File: src/shared/parport_pkg.sv
// constants shared by the parallel port register block.
// assumes a 100 MHz system clock and byte-wide host i/o cycles.
package parport_pkg;
   // register offsets from the configured base address
   localparam logic [2:0] OFF_DATA = 3'h0;
   localparam logic [2:0] OFF_STATUS = 3'h1;
   localparam logic [2:0] OFF_CONTROL = 3'h2;
   localparam logic [2:0] OFF_EPP_ADDR = 3'h3;
   localparam logic [2:0] OFF_EPP_DATA_0 = 3'h4;
   // status field positions
   localparam int ST_TRANSFER_TIMEOUT_FLAG = 0;
   localparam int ST_ERROR_N = 3;
   localparam int ST_ONLINE = 4;
   localparam int ST_PAPER_END = 5;
   localparam int ST_ACK_N = 6;
   localparam int ST_READY = 7;
   // control field positions
   localparam int CT_STROBE = 0;
   localparam int CT_AUTO_FEED = 1;
   localparam int CT_INIT = 2;
   localparam int CT_SELECT_IN = 3;
   localparam int CT_IRQ_EN = 4;
   localparam int CT_DIR = 5;
   // reset values
   localparam logic [7:0] DATA_RESET = 8'h00;
   localparam logic [5:0] CONTROL_RESET = 6'h00;
   // fixed bits read back
   localparam logic [1:0] STATUS_ONES = 2'b11;
   localparam logic [1:0] CONTROL_ONES = 2'b11;
   // enhanced transfer watchdog
   localparam int CLK_PERIOD_NS = 10;
   localparam int TIMEOUT_MS = 10;
   localparam int TIMEOUT_CYCLES = TIMEOUT_MS * 1000000 / CLK_PERIOD_NS;
   // operating mode as set by configuration
   typedef enum logic [1:0] {
      MODE_SPP = 2'b00,
      MODE_EPP = 2'b01,
      MODE_ECP = 2'b10
   } port_mode_t;
endpackage : parport_pkg

File: src/parport_spp_epp.sv
// standard and enhanced parallel port: data, status, control and enhanced
// address/data ports, pin control and the enhanced handshake watchdog.
// assumes host i/o cycles arrive as held read/write levels with a byte address,
// and that all connector inputs are already synchronous to clk_sys.
//
// How it works
// - data port is an eight-bit readable and writable byte to the lines.
// - control bit 5 low drives lines from data port, high takes them in.
// - status port ignores writes except a one to bit 0.
// - status value is captured at the moment the host read is taken.
// - status bit 7 is the inverted busy line.
// - status bit 6 is the acknowledge line level.
// - bit 5 paper end, bit 4 online, bit 3 error line low means error.
// - status bits 1 and 2 always read one.
// - status bit 0 sets when an enhanced transfer exceeds 10 ms.
// - timeout flag clears on reset or host writing one to bit 0.
// - timeout flag reads one whenever the port is not in enhanced mode.
// - control port readable and writable, bits 6 and 7 read one.
// - acknowledge rising edge raises interrupt only while control bit 4 is set.
// - select-in pin is inverted control bit 3.
// - initialize pin follows control bit 2, zero initializes.
// - auto-feed pin is inverted control bit 1.
// - strobe pin is inverted control bit 0.
// - offsets 0-2 always decode, 3 to 7 only in enhanced mode.
// - enhanced mode reuses strobe, auto-feed, select-in and busy pins.
// - base address comes from two configuration bytes.
// - enhanced port access drives or samples lines and runs a cycle.
// - enhanced transfer not finished within 10 ms is aborted with flag set.
// - write/strobe asserted, wait high drops strobe, wait low drops write.
`timescale 1ns/1ps
`default_nettype none
module parport_spp_epp #(
   parameter int TIMEOUT_CYCLES = parport_pkg::TIMEOUT_CYCLES
) (
   // clock and reset
   input wire logic clk_sys,
   input wire logic rst_n,
   // configuration
   input wire logic [7:0] base_addr_hi,
   input wire logic [7:0] base_addr_lo,
   input wire parport_pkg::port_mode_t port_mode,
   // host i/o cycles
   input wire logic [15:0] io_addr,
   input wire logic [7:0] io_wdata,
   input wire logic host_write_cycle,
   input wire logic host_read_cycle,
   output logic [7:0] io_rdata,
   output logic io_done,
   output logic peripheral_interrupt,
   // connector data lines
   input wire logic [7:0] pd_in,
   output logic [7:0] pd_out,
   output logic pd_oe_n,
   // connector control outputs
   output logic strobe_n,
   output logic auto_feed_n,
   output logic init_n,
   output logic select_in_n,
   // connector status inputs
   input wire logic busy,
   input wire logic ack_n,
   input wire logic paper_end_status,
   input wire logic printer_online_status,
   input wire logic error_n
);
   localparam int CW = $clog2(TIMEOUT_CYCLES + 1);

   typedef enum logic [1:0] {
      ST_IDLE,
      ST_WAIT_HI,
      ST_WAIT_LO,
      ST_ANSWER
   } state_t;

   state_t state;
   logic [7:0] data_reg;
   logic [5:0] ctl;
   logic transfer_timeout_flag;
   logic [CW-1:0] tmo_cnt;
   logic epp_is_write;
   logic epp_is_addr;
   logic [2:0] cur_off;
   logic rd_q;
   logic wr_q;
   logic ack_q;
   logic [15:0] base;
   logic [15:0] rel;
   logic hit;
   logic rd_start;
   logic wr_start;
   logic start;
   logic epp_mode;
   logic epp_off;
   logic epp_busy;
   logic tmo_hit;
   logic port_direction_sel;
   logic ack_interrupt_enable;
   logic wait_n;
   logic [7:0] status_now;
   logic [7:0] control_now;

   // decode against the configured base
   assign base = {base_addr_hi, base_addr_lo};
   assign rel = io_addr - base;
   assign epp_mode = (port_mode == parport_pkg::MODE_EPP);
   assign epp_off = (rel[2:0] >= parport_pkg::OFF_EPP_ADDR);
   assign hit = (rel[15:3] == 13'h0000) && (!epp_off || epp_mode);
   // only the leading edge of a cycle starts an access
   assign rd_start = host_read_cycle && !rd_q && hit;
   assign wr_start = host_write_cycle && !wr_q && hit && !host_read_cycle;
   assign start = (rd_start || wr_start) && (state == ST_IDLE);
   assign epp_busy = (state == ST_WAIT_HI) || (state == ST_WAIT_LO);
   assign tmo_hit = epp_busy && (tmo_cnt == CW'(TIMEOUT_CYCLES - 1));
   assign port_direction_sel = ctl[parport_pkg::CT_DIR];
   assign ack_interrupt_enable = ctl[parport_pkg::CT_IRQ_EN];
   assign wait_n = busy;
   assign io_done = (state == ST_ANSWER);

   always_comb begin
      status_now = {!busy, ack_n, paper_end_status, printer_online_status,
                    error_n, parport_pkg::STATUS_ONES,
                    transfer_timeout_flag || !epp_mode};
      control_now = {parport_pkg::CONTROL_ONES, ctl};
   end

   always_ff @(posedge clk_sys) begin
      if (!rst_n) begin
         rd_q <= 1'b0;
         wr_q <= 1'b0;
         ack_q <= 1'b1;
      end else begin
         rd_q <= host_read_cycle;
         wr_q <= host_write_cycle;
         ack_q <= ack_n;
      end
   end

   // access sequencer
   always_ff @(posedge clk_sys) begin
      if (!rst_n) begin
         state <= ST_IDLE;
         cur_off <= parport_pkg::OFF_DATA;
         epp_is_write <= 1'b0;
         epp_is_addr <= 1'b0;
      end else begin
         unique case (state)
            ST_IDLE: begin
               if (start) begin
                  cur_off <= rel[2:0];
                  epp_is_write <= wr_start;
                  epp_is_addr <= (rel[2:0] == parport_pkg::OFF_EPP_ADDR);
                  state <= epp_off ? ST_WAIT_HI : ST_ANSWER;
               end
            end
            ST_WAIT_HI: begin
               if (tmo_hit) begin
                  state <= ST_ANSWER;
               end else if (wait_n) begin
                  state <= ST_WAIT_LO;
               end
            end
            ST_WAIT_LO: begin
               if (tmo_hit || !wait_n) begin
                  state <= ST_ANSWER;
               end
            end
            ST_ANSWER: begin
               state <= ST_IDLE;
            end
         endcase
      end
   end

   // watchdog counts from the start of the enhanced cycle
   always_ff @(posedge clk_sys) begin
      if (!rst_n) begin
         tmo_cnt <= '0;
      end else if (epp_busy && !tmo_hit) begin
         tmo_cnt <= tmo_cnt + CW'(1);
      end else begin
         tmo_cnt <= '0;
      end
   end

   // timeout flag: a new timeout wins over a clear in the same cycle
   always_ff @(posedge clk_sys) begin
      if (!rst_n) begin
         transfer_timeout_flag <= 1'b0;
      end else if (tmo_hit) begin
         transfer_timeout_flag <= 1'b1;
      end else if (start && wr_start && rel[2:0] == parport_pkg::OFF_STATUS
                   && io_wdata[parport_pkg::ST_TRANSFER_TIMEOUT_FLAG]) begin
         transfer_timeout_flag <= 1'b0;
      end
   end

   // data and control registers; status offset has no write effect
   always_ff @(posedge clk_sys) begin
      if (!rst_n) begin
         data_reg <= parport_pkg::DATA_RESET;
         ctl <= parport_pkg::CONTROL_RESET;
      end else if (start && wr_start) begin
         if (rel[2:0] == parport_pkg::OFF_DATA || epp_off) begin
            data_reg <= io_wdata;
         end else if (rel[2:0] == parport_pkg::OFF_CONTROL) begin
            ctl <= io_wdata[5:0];
         end
      end
   end

   // read data: snapshot at the taken read, or lines at wait release
   always_ff @(posedge clk_sys) begin
      if (!rst_n) begin
         io_rdata <= 8'h00;
      end else if (start && rd_start) begin
         unique case (rel[2:0])
            parport_pkg::OFF_DATA: io_rdata <= port_direction_sel ? pd_in : data_reg;
            parport_pkg::OFF_STATUS: io_rdata <= status_now;
            parport_pkg::OFF_CONTROL: io_rdata <= control_now;
            default: io_rdata <= 8'h00;
         endcase
      end else if (!epp_is_write && (state == ST_WAIT_HI) && (wait_n || tmo_hit)) begin
         io_rdata <= pd_in;
      end
   end

   // acknowledge rising edge, gated by the enable bit
   always_ff @(posedge clk_sys) begin
      if (!rst_n) begin
         peripheral_interrupt <= 1'b0;
      end else begin
         peripheral_interrupt <= ack_interrupt_enable && ack_n && !ack_q;
      end
   end

   // pins: hardware owns the strobes only while an enhanced cycle runs,
   // so stale control bits cannot glitch them mid-handshake
   always_comb begin
      strobe_n = !ctl[parport_pkg::CT_STROBE];
      auto_feed_n = !ctl[parport_pkg::CT_AUTO_FEED];
      select_in_n = !ctl[parport_pkg::CT_SELECT_IN];
      init_n = ctl[parport_pkg::CT_INIT];
      pd_oe_n = port_direction_sel;
      if (epp_busy) begin
         strobe_n = !epp_is_write;
         auto_feed_n = !((state == ST_WAIT_HI) && !epp_is_addr);
         select_in_n = !((state == ST_WAIT_HI) && epp_is_addr);
         pd_oe_n = !epp_is_write;
      end
   end
   assign pd_out = data_reg;
endmodule : parport_spp_epp
`default_nettype wire

File: config.mk
export PLATFORM = sky130hd
export DESIGN_NAME = parport_spp_epp
export DESIGN_NICKNAME = d
export VERILOG_FILES = /design/src/shared/parport_pkg.sv /design/src/parport_spp_epp.sv
export SDC_FILE = /design/constraint.sdc
export NUM_CORES = 1
export LEC_CHECK = 0
export CAP_MARGIN = 20
export CORE_MARGIN = 5
export CORE_UTILIZATION = 41
export DETAILED_ROUTE_END_ITERATION = 8
export DONT_BUFFER_PORTS = 1
export GPL_ROUTABILITY_DRIVEN = 1
export PLACE_DENSITY = 0.57
export SYNTH_ARGS = -nofsm -noshare
export SYNTH_HDL_FRONTEND = slang
export SYNTH_SLANG_ARGS = --single-unit
File: constraint.sdc
create_clock -name clk_sys -period 4.2 [get_ports clk_sys]
set_input_delay 0.84 -clock clk_sys [delete_from_list [all_inputs] [get_ports clk_sys]]
set_output_delay 0.84 -clock clk_sys [all_outputs]
set_load 0.01 [all_outputs]
==> results of run 1 <==
how the worst min path moves through the flow:
stage / end / slack [ns] / cells past startpoint
2_1_floorplan: peripheral_interrupt$_SDFF_PN0_ / 0.37 / 1
3_3_place_gp: peripheral_interrupt$_SDFF_PN0_ / 0.38 / 1
3_5_place_dp: peripheral_interrupt$_SDFF_PN0_ / 0.39 / 1
4_1_cts: peripheral_interrupt$_SDFF_PN0_ / 0.40 / 1
5_1_grt: peripheral_interrupt$_SDFF_PN0_ / 0.42 / 1
6_report: peripheral_interrupt$_SDFF_PN0_ / 0.40 / 1
sequential cells by signal, indices dropped and copies added, names as in the netlist:
register,cells
peripheral_interrupt,1
ctl,6
wr_q,1
pd_out,8
state,2
tmo_cnt,20
io_rdata,8
transfer_timeout_flag,1
rd_q,1
epp_is_addr,1
epp_is_write,1
ack_q,1
power groups by stage:
| stage | Clock [mW] | Combinational (mW) | Sequential (mW) |
|---|---|---|---|
| after floorplan | 0 | 0.352 | 0.530 |
| after global placement | 0 | 0.427 | 0.535 |
| after detailed placement | 0 | 0.430 | 0.535 |
| after CTS | 0.339 | 0.433 | 0.524 |
| after global routing | 0.359 | 0.479 | 0.527 |
| final | 0.334 | 0.434 | 0.524 |
Yosys cell counts (7+ instances only):
cell and instances:
a21oi_1 22, a31oi_1 8, clkbuf_1 11, dfxtp_1 51
ha_1 21, inv_1 25, mux2_1 9, mux2i_1 24
nand2_1 34, nand3_1 21, nor2_1 65, nor3_1 7
o21ai_0 9, o21ai_1 8, xnor2_1 7, xor2_1 16
critical path, cell delays in order:
cell	delay, ns
inv_1	0.02
ha_1	0.19
fa_1	0.43
nand2b_1	0.19
a21oi_1	0.22
nand2b_1	0.20
mux2_1	0.36
nor4_1	0.35
and3_4	0.29
a31oi_4	0.12
a2111oi_4	0.35
a211oi_2	0.07
cells by family (layout without fill, tap and decap cells):
group / after synthesis / after routing / synth area share
compound gates: 93 / 93 / 0.187
fa+ha+maj: 22 / 22 / 0.0777
xor+xnor: 24 / 24 / 0.0598
buf+inv: 40 / 34 / 0.0433
flops: 51 / 51 / 0.281
mux: 33 / 33 / 0.0939
simple gates: 179 / 179 / 0.258
layer usage:
metal  up-vias  global-route usage
met3         6              0.0304
met5         -                   0
met4         0              0.0305
li1       1572                   -
met1      1452               0.222
met2        86               0.257
cell type report:
cell class	instances	area [um2]
inverters	25	93.8
fillers	904	4850
clock inverters	1	30.0
flip-flops and latches	51	1020
well taps	108	135
multi-input cells	351	2460
clock buffers	6	72.6
repair buffers	2	15.0
==> summary.txt, run 1 <==
Synth
  – Syn Nets: 523
  – Sequential fraction of the synthesis area: 0.281
  – Cell Area, Synth: 3640 um2
  – Yosys cell types: 66
  – Synth area leaders: dfxtp_1 (28%), ha_1 (7.2%), nor2_1 (6.7%), mux2i_1 (6.6%), xor2_1 (3.9%)
  – Most used DFF post-synth: dfxtp_1
  – Synth top area share: 0.281
  – Post-Synthesis Cells: 442
  – Cell taking the most area after synthesis: dfxtp_1
  – Seq cells post-synth: 51
  – EDFF count, synth: 0
  – Syn. warnings: 0
  – Syn Area/Cell: 8.23 um2
  – Ys async rst share: 0

Timing
  – RSZ-0062 raised after global routing: no
  – Final period utilization: 0.826
  – Minimum clock period: 3.47 ns
  – Slew @ Worst Pin: 0.710 ns
  – Setup TNS: 0 ns
  – Final Skew: 0.00776 ns
  – Final hold violations: 0
  – Hold_ws: 0.401 ns
  – Fmax: 288 MHz
  – Setup WS post-layout: 0.730 ns
  – Final Max Tran Viols: 0
  – Setup violations, final: 0
  – Rel. slew slack: 0.526

Detailed routing
  – Via count: 3116
  – Initial DRC Count: 151
  – Post-route DRC: 0
  – DR vias/cell: 5.73
  – DR WL/cell: 16.3 um
  – DRT met1 WL: 4.20 mm
  – DR top layer: met4
  – Overall routed net length: 8.87 mm
  – Met3 WL: 496 um
  – DR WL met2: 4.11 mm
  – Pre-Repair DR Iteration Count: 5
  – Final ANT Viol Nets: 0

Setup path
  – CP Capture Type: register
  – Critical path fanouts, max: 4
  – Worst Path Required: 4.36 ns
  – R2r setup slk: 1.58 ns
  – Critical Path End: state[0]$_SDFFE_PN0P_
  – R2R depth: 9
  – Setup crit start: io_addr[0]
  – R2R Path Start: tmo_cnt[6]$_SDFF_PN0_
  – CP Launch Type: input port
  – Setup CP Type: in2reg
  – CP arrival: 3.63 ns
  – R2r endpoint: io_rdata[2]$_SDFFE_PN0P_

Power and ir drop
  – P_sw: 0.453 mW
  – Tot Pwr: 1.29 mW
  – Combinational Power Share: 0.336
  – Worst vdd ir: 0.000144 V
  – Pwr/cell area: 337 nW/um2
  – Switching Share: 0.350
  – Total leakage power: 1.54 nW
  – Internal: 0.839 mW
  – Clock power frac: 0.258
  – Sequential Power Share: 0.405

Layout
  – Most common cell after layout, fill and taps aside: nor2_1
  – Layout Utilization: 0.441
  – Area growth from synthesis to layout: 5.19%
  – Design area: 3830 um2
  – Non-filler cells, final: 544
  – Layout cells sized above 1: 0.0688
  – Final Net Count: 517
  – Commonest cells after routing, fill and taps aside: nor2_1 (65), dfxtp_1 (51), nand2_1 (34)
  – Antenna Cells: 0

Status
  – Status: complete, no violations

Clock tree
  – CTS Buf Count: 5
  – TritonCTS clock tree: built
  – Cts repair resizes: 0
  – Clk root buf: clkbuf_8
  – Clock Sinks: 51
  – H-tree depth: 2
  – Hold-fix buffers, CTS: 0
  – Skew-Pair Late Insertion Delay: 0.30 ns
  – Clk pin slew, worst setup/hold paths: 0.09 ns
  – Post-CTS Setup Inserts: 0
  – CTS Buffer Depth: 2

GRT
  – GRT Util Overall: 0.159
  – Global-route wire length before repair: 14.7 mm
  – Largest net degree at the start of global routing: 21
  – Total grt overflow: 0
  – Initial antenna violation count: 0
  – Vias in the first global route: 2906

Floorplan
  – Num rows: 34
  – Initial Utilization: 0.419
  – Die Span Y: 104 um
  – IO Count: 82
  – Die area: 10900 um2
  – Core area: 8680 um2
  – Die Wd: 104 um

Place
  – Pre-CTS WS: 0.446 ns
  – Final Wtd Congestion: 0.860
  – DP Area: 3720 um2
  – DP HPWL: 7.00 mm
  – Placed cells: 537
  – I/O Buffers: 0

Hold path
  – HP Class: reg2reg
  – Hold Crit Start: ack_q$_SDFF_PN1_

Job
  – Max-Cap Viols: 0
(Power assumes the default switching activity.)
==> run 2: changes to the inputs <==
- clock period: 4.2 -> 3.24 ns (I/O delays scaled with it)
==> summary.txt, run 2 (same netlist as run 1, synthesis figures left out) <==
Floorplan
  – Die Span Y: 104 um (unchanged)
  – Die area: 10900 um2 (unchanged)
  – Die Wd: 104 um (unchanged)
  – IO Count: 82 (unchanged)
  – Initial Utilization: 0.419 (unchanged)
  – Core area: 8680 um2 (unchanged)
  – Num rows: 34 (unchanged)

Layout
  – Non-filler cells, final: 559 (was 544)
  – Number of flip-flops in the largest register: 20 (unchanged)
  – Filler Cell Count: 852 (was 904)
  – Most common cell after layout, fill and taps aside: nor2_1 (unchanged)
  – Area growth from synthesis to layout: 8.29% (was 5.19%)
  – Commonest cells after routing, fill and taps aside: nor2_1 (65), dfxtp_1 (51), nand2_1 (34) (unchanged)
  – Final Net Count: 531 (was 517)
  – Biggest register: tmo_cnt (unchanged)
  – Design area: 3940 um2 (was 3830 um2)
  – Layout cells sized above 1: 0.106 (was 0.0688)
  – Antenna Cells: 0 (unchanged)

Power and ir drop
  – Total leakage power: 1.61 nW (was 1.54 nW)
  – Tot Pwr: 1.65 mW (was 1.29 mW)
  – Pwr/cell area: 420 nW/um2 (was 337 nW/um2)
  – Worst vdd ir: 0.000192 V (was 0.000144 V)

Detailed routing
  – Overall routed net length: 8.85 mm (was 8.87 mm)
  – Via count: 3121 (was 3116)
  – Initial DRC Count: 136 (was 151)
  – DR WL/cell: 15.8 um (was 16.3 um)
  – Pre-Repair DR Iteration Count: 4 (was 5)
  – DR vias/cell: 5.58 (was 5.73)
  – Final ANT Viol Nets: 0 (unchanged)
  – Post-route DRC: 0 (unchanged)

Setup path
  – Crit-path max cell delay: 0.38 ns (was 0.43 ns)
  – Critical Path, Cell by Cell: inv_1 > ha_1 > fa_1 > nand2b_1 > a21oi_2 > nand2b_4 > mux2_1 > nor4_1 > and3_4 > a31oi_4 > a2111oi_4 > a211oi_2 (was inv_1 > ha_1 > fa_1 > nand2b_1 > a21oi_1 > nand2b_1 > mux2_1 > nor4_1 > and3_4 > a31oi_4 > a2111oi_4 > a211oi_2)
  – CP Launch Type: input port (unchanged)
  – Worst path slowest cell: fa_1 (unchanged)
  – Worst Path Required: 3.43 ns (was 4.36 ns)
  – CP Capture Type: register (unchanged)
  – Setup CP Type: in2reg (unchanged)
  – Worst Path Buf+Inv: 1 (unchanged)
  – Crit path max-delay family: simple AND/OR/NAND/NOR gates (unchanged)
  – Critical path fanouts, max: 4 (unchanged)
  – CP arrival: 3.21 ns (was 3.63 ns)

GRT
  – Total grt overflow: 0 (unchanged)
  – Initial antenna violation count: 0 (unchanged)
  – GRT Util Overall: 0.159 (about the same)
  – Vias in the first global route: 3053 (was 2906)
  – Global-route wire length before repair: 14.8 mm (was 14.7 mm)
  – Largest net degree at the start of global routing: 21 (unchanged)

Timing
  – RSZ-0062 raised after global routing: no (unchanged)
  – Final Skew: 0.00672 ns (was 0.00776 ns)
  – Minimum clock period: 3.02 ns
  – Final Max Tran Viols: 0 (unchanged)
  – Rel. slew slack: 0.548 (was 0.526)
  – Hold_ws: 0.406 ns (was 0.401 ns)
  – Final hold violations: 0 (unchanged)
  – Final period utilization: 0.932
  – Slew @ Worst Pin: 0.678 ns (was 0.710 ns)
  – Fmax: 331 MHz
  – Setup violations, final: 0 (unchanged)

Clock tree
  – Skew-Pair Late Insertion Delay: 0.30 ns (about the same)
  – H-tree depth: 2 (unchanged)
  – CTS Buf Count: 5 (unchanged)
  – Hold-fix buffers, CTS: 0 (unchanged)
  – Clock Sinks: 51 (unchanged)
  – Clk pin slew, worst setup/hold paths: 0.10 ns (was 0.09 ns)
  – TritonCTS clock tree: built (unchanged)
  – Cts repair resizes: 0 (unchanged)
  – CTS Buffer Depth: 2 (unchanged)
  – Post-CTS Setup Inserts: 0 (unchanged)
  – Clk root buf: clkbuf_8 (unchanged)

Place
  – Final Wtd Congestion: 0.841 (was 0.860)
  – DP Area: 3840 um2 (was 3720 um2)
  – Placed cells: 551 (was 537)
  – I/O Buffers: 0 (unchanged)
  – DP HPWL: 7.06 mm (was 7.00 mm)

Status
  – Status: complete, no violations (unchanged)

Hold path
  – HP Class: reg2reg (unchanged)

Job
  – Max-Cap Viols: 0 (unchanged)
==> run 2: where the power goes <==
| part | total [mW] | leakage [nW] | internal, mW | switching [mW] |
|---|---|---|---|---|
| sequential | 0.678 | 0.412 | 0.653 | 0.0249 |
| combinational | 0.578 | 1.15 | 0.226 | 0.352 |
| clock | 0.398 | 0.0474 | 0.175 | 0.223 |
| total | 1.65 | 1.61 | 1.05 | 0.600 |
==> run 2: final cells by class <==
class	count	area [um2]	share of cell area
Inverter	25	93.8	0.0238
Clock buffer	6	82.6	0.0210
Timing Repair Buffer	16	120	0.0305
Sequential cell	51	1020	0.259
Clock inverter	2	16.3	0.00413
Tap cell	108	135	0.0343
Multi-Input combinational cell	351	2470	0.627
==> run 2: metal layers <==
layer	routed length [um]	share of wire	track usage	vias to the layer above
li1	-	-	-	1597
met4	87	0.0098	0.0305	0
met1	4300	0.49	0.216	1452
met5	0	0	0	-
met2	4070	0.46	0.260	64
met3	391	0.044	0.0329	8
==> run 2: worst paths after layout <==
kind	slack [ns]	cells past startpoint	from	endpoint
worst max-delay path	0.22	12	io_addr[0]	state[0]$_SDFFE_PN0P_
worst min register to register	0.41	1	ack_q$_SDFF_PN1_	peripheral_interrupt$_SDFF_PN0_
worst max register to register	0.62	9	tmo_cnt[6]$_SDFF_PN0_	io_rdata[4]$_SDFFE_PN0P_
worst min-delay path	0.41	1	ack_q$_SDFF_PN1_	peripheral_interrupt$_SDFF_PN0_
==> run 2: through the flow <==
step           setup TNS, ns   util  setup slack (ns)
2_1_floorplan              0      -           0.00873
3_3_place_gp         -0.0213  0.443           -0.0178
3_5_place_dp          -0.560  0.443           -0.0738
4_1_cts                    0  0.454             0.263
5_1_grt                    0  0.454            0.0635
6_report                   0  0.454             0.220
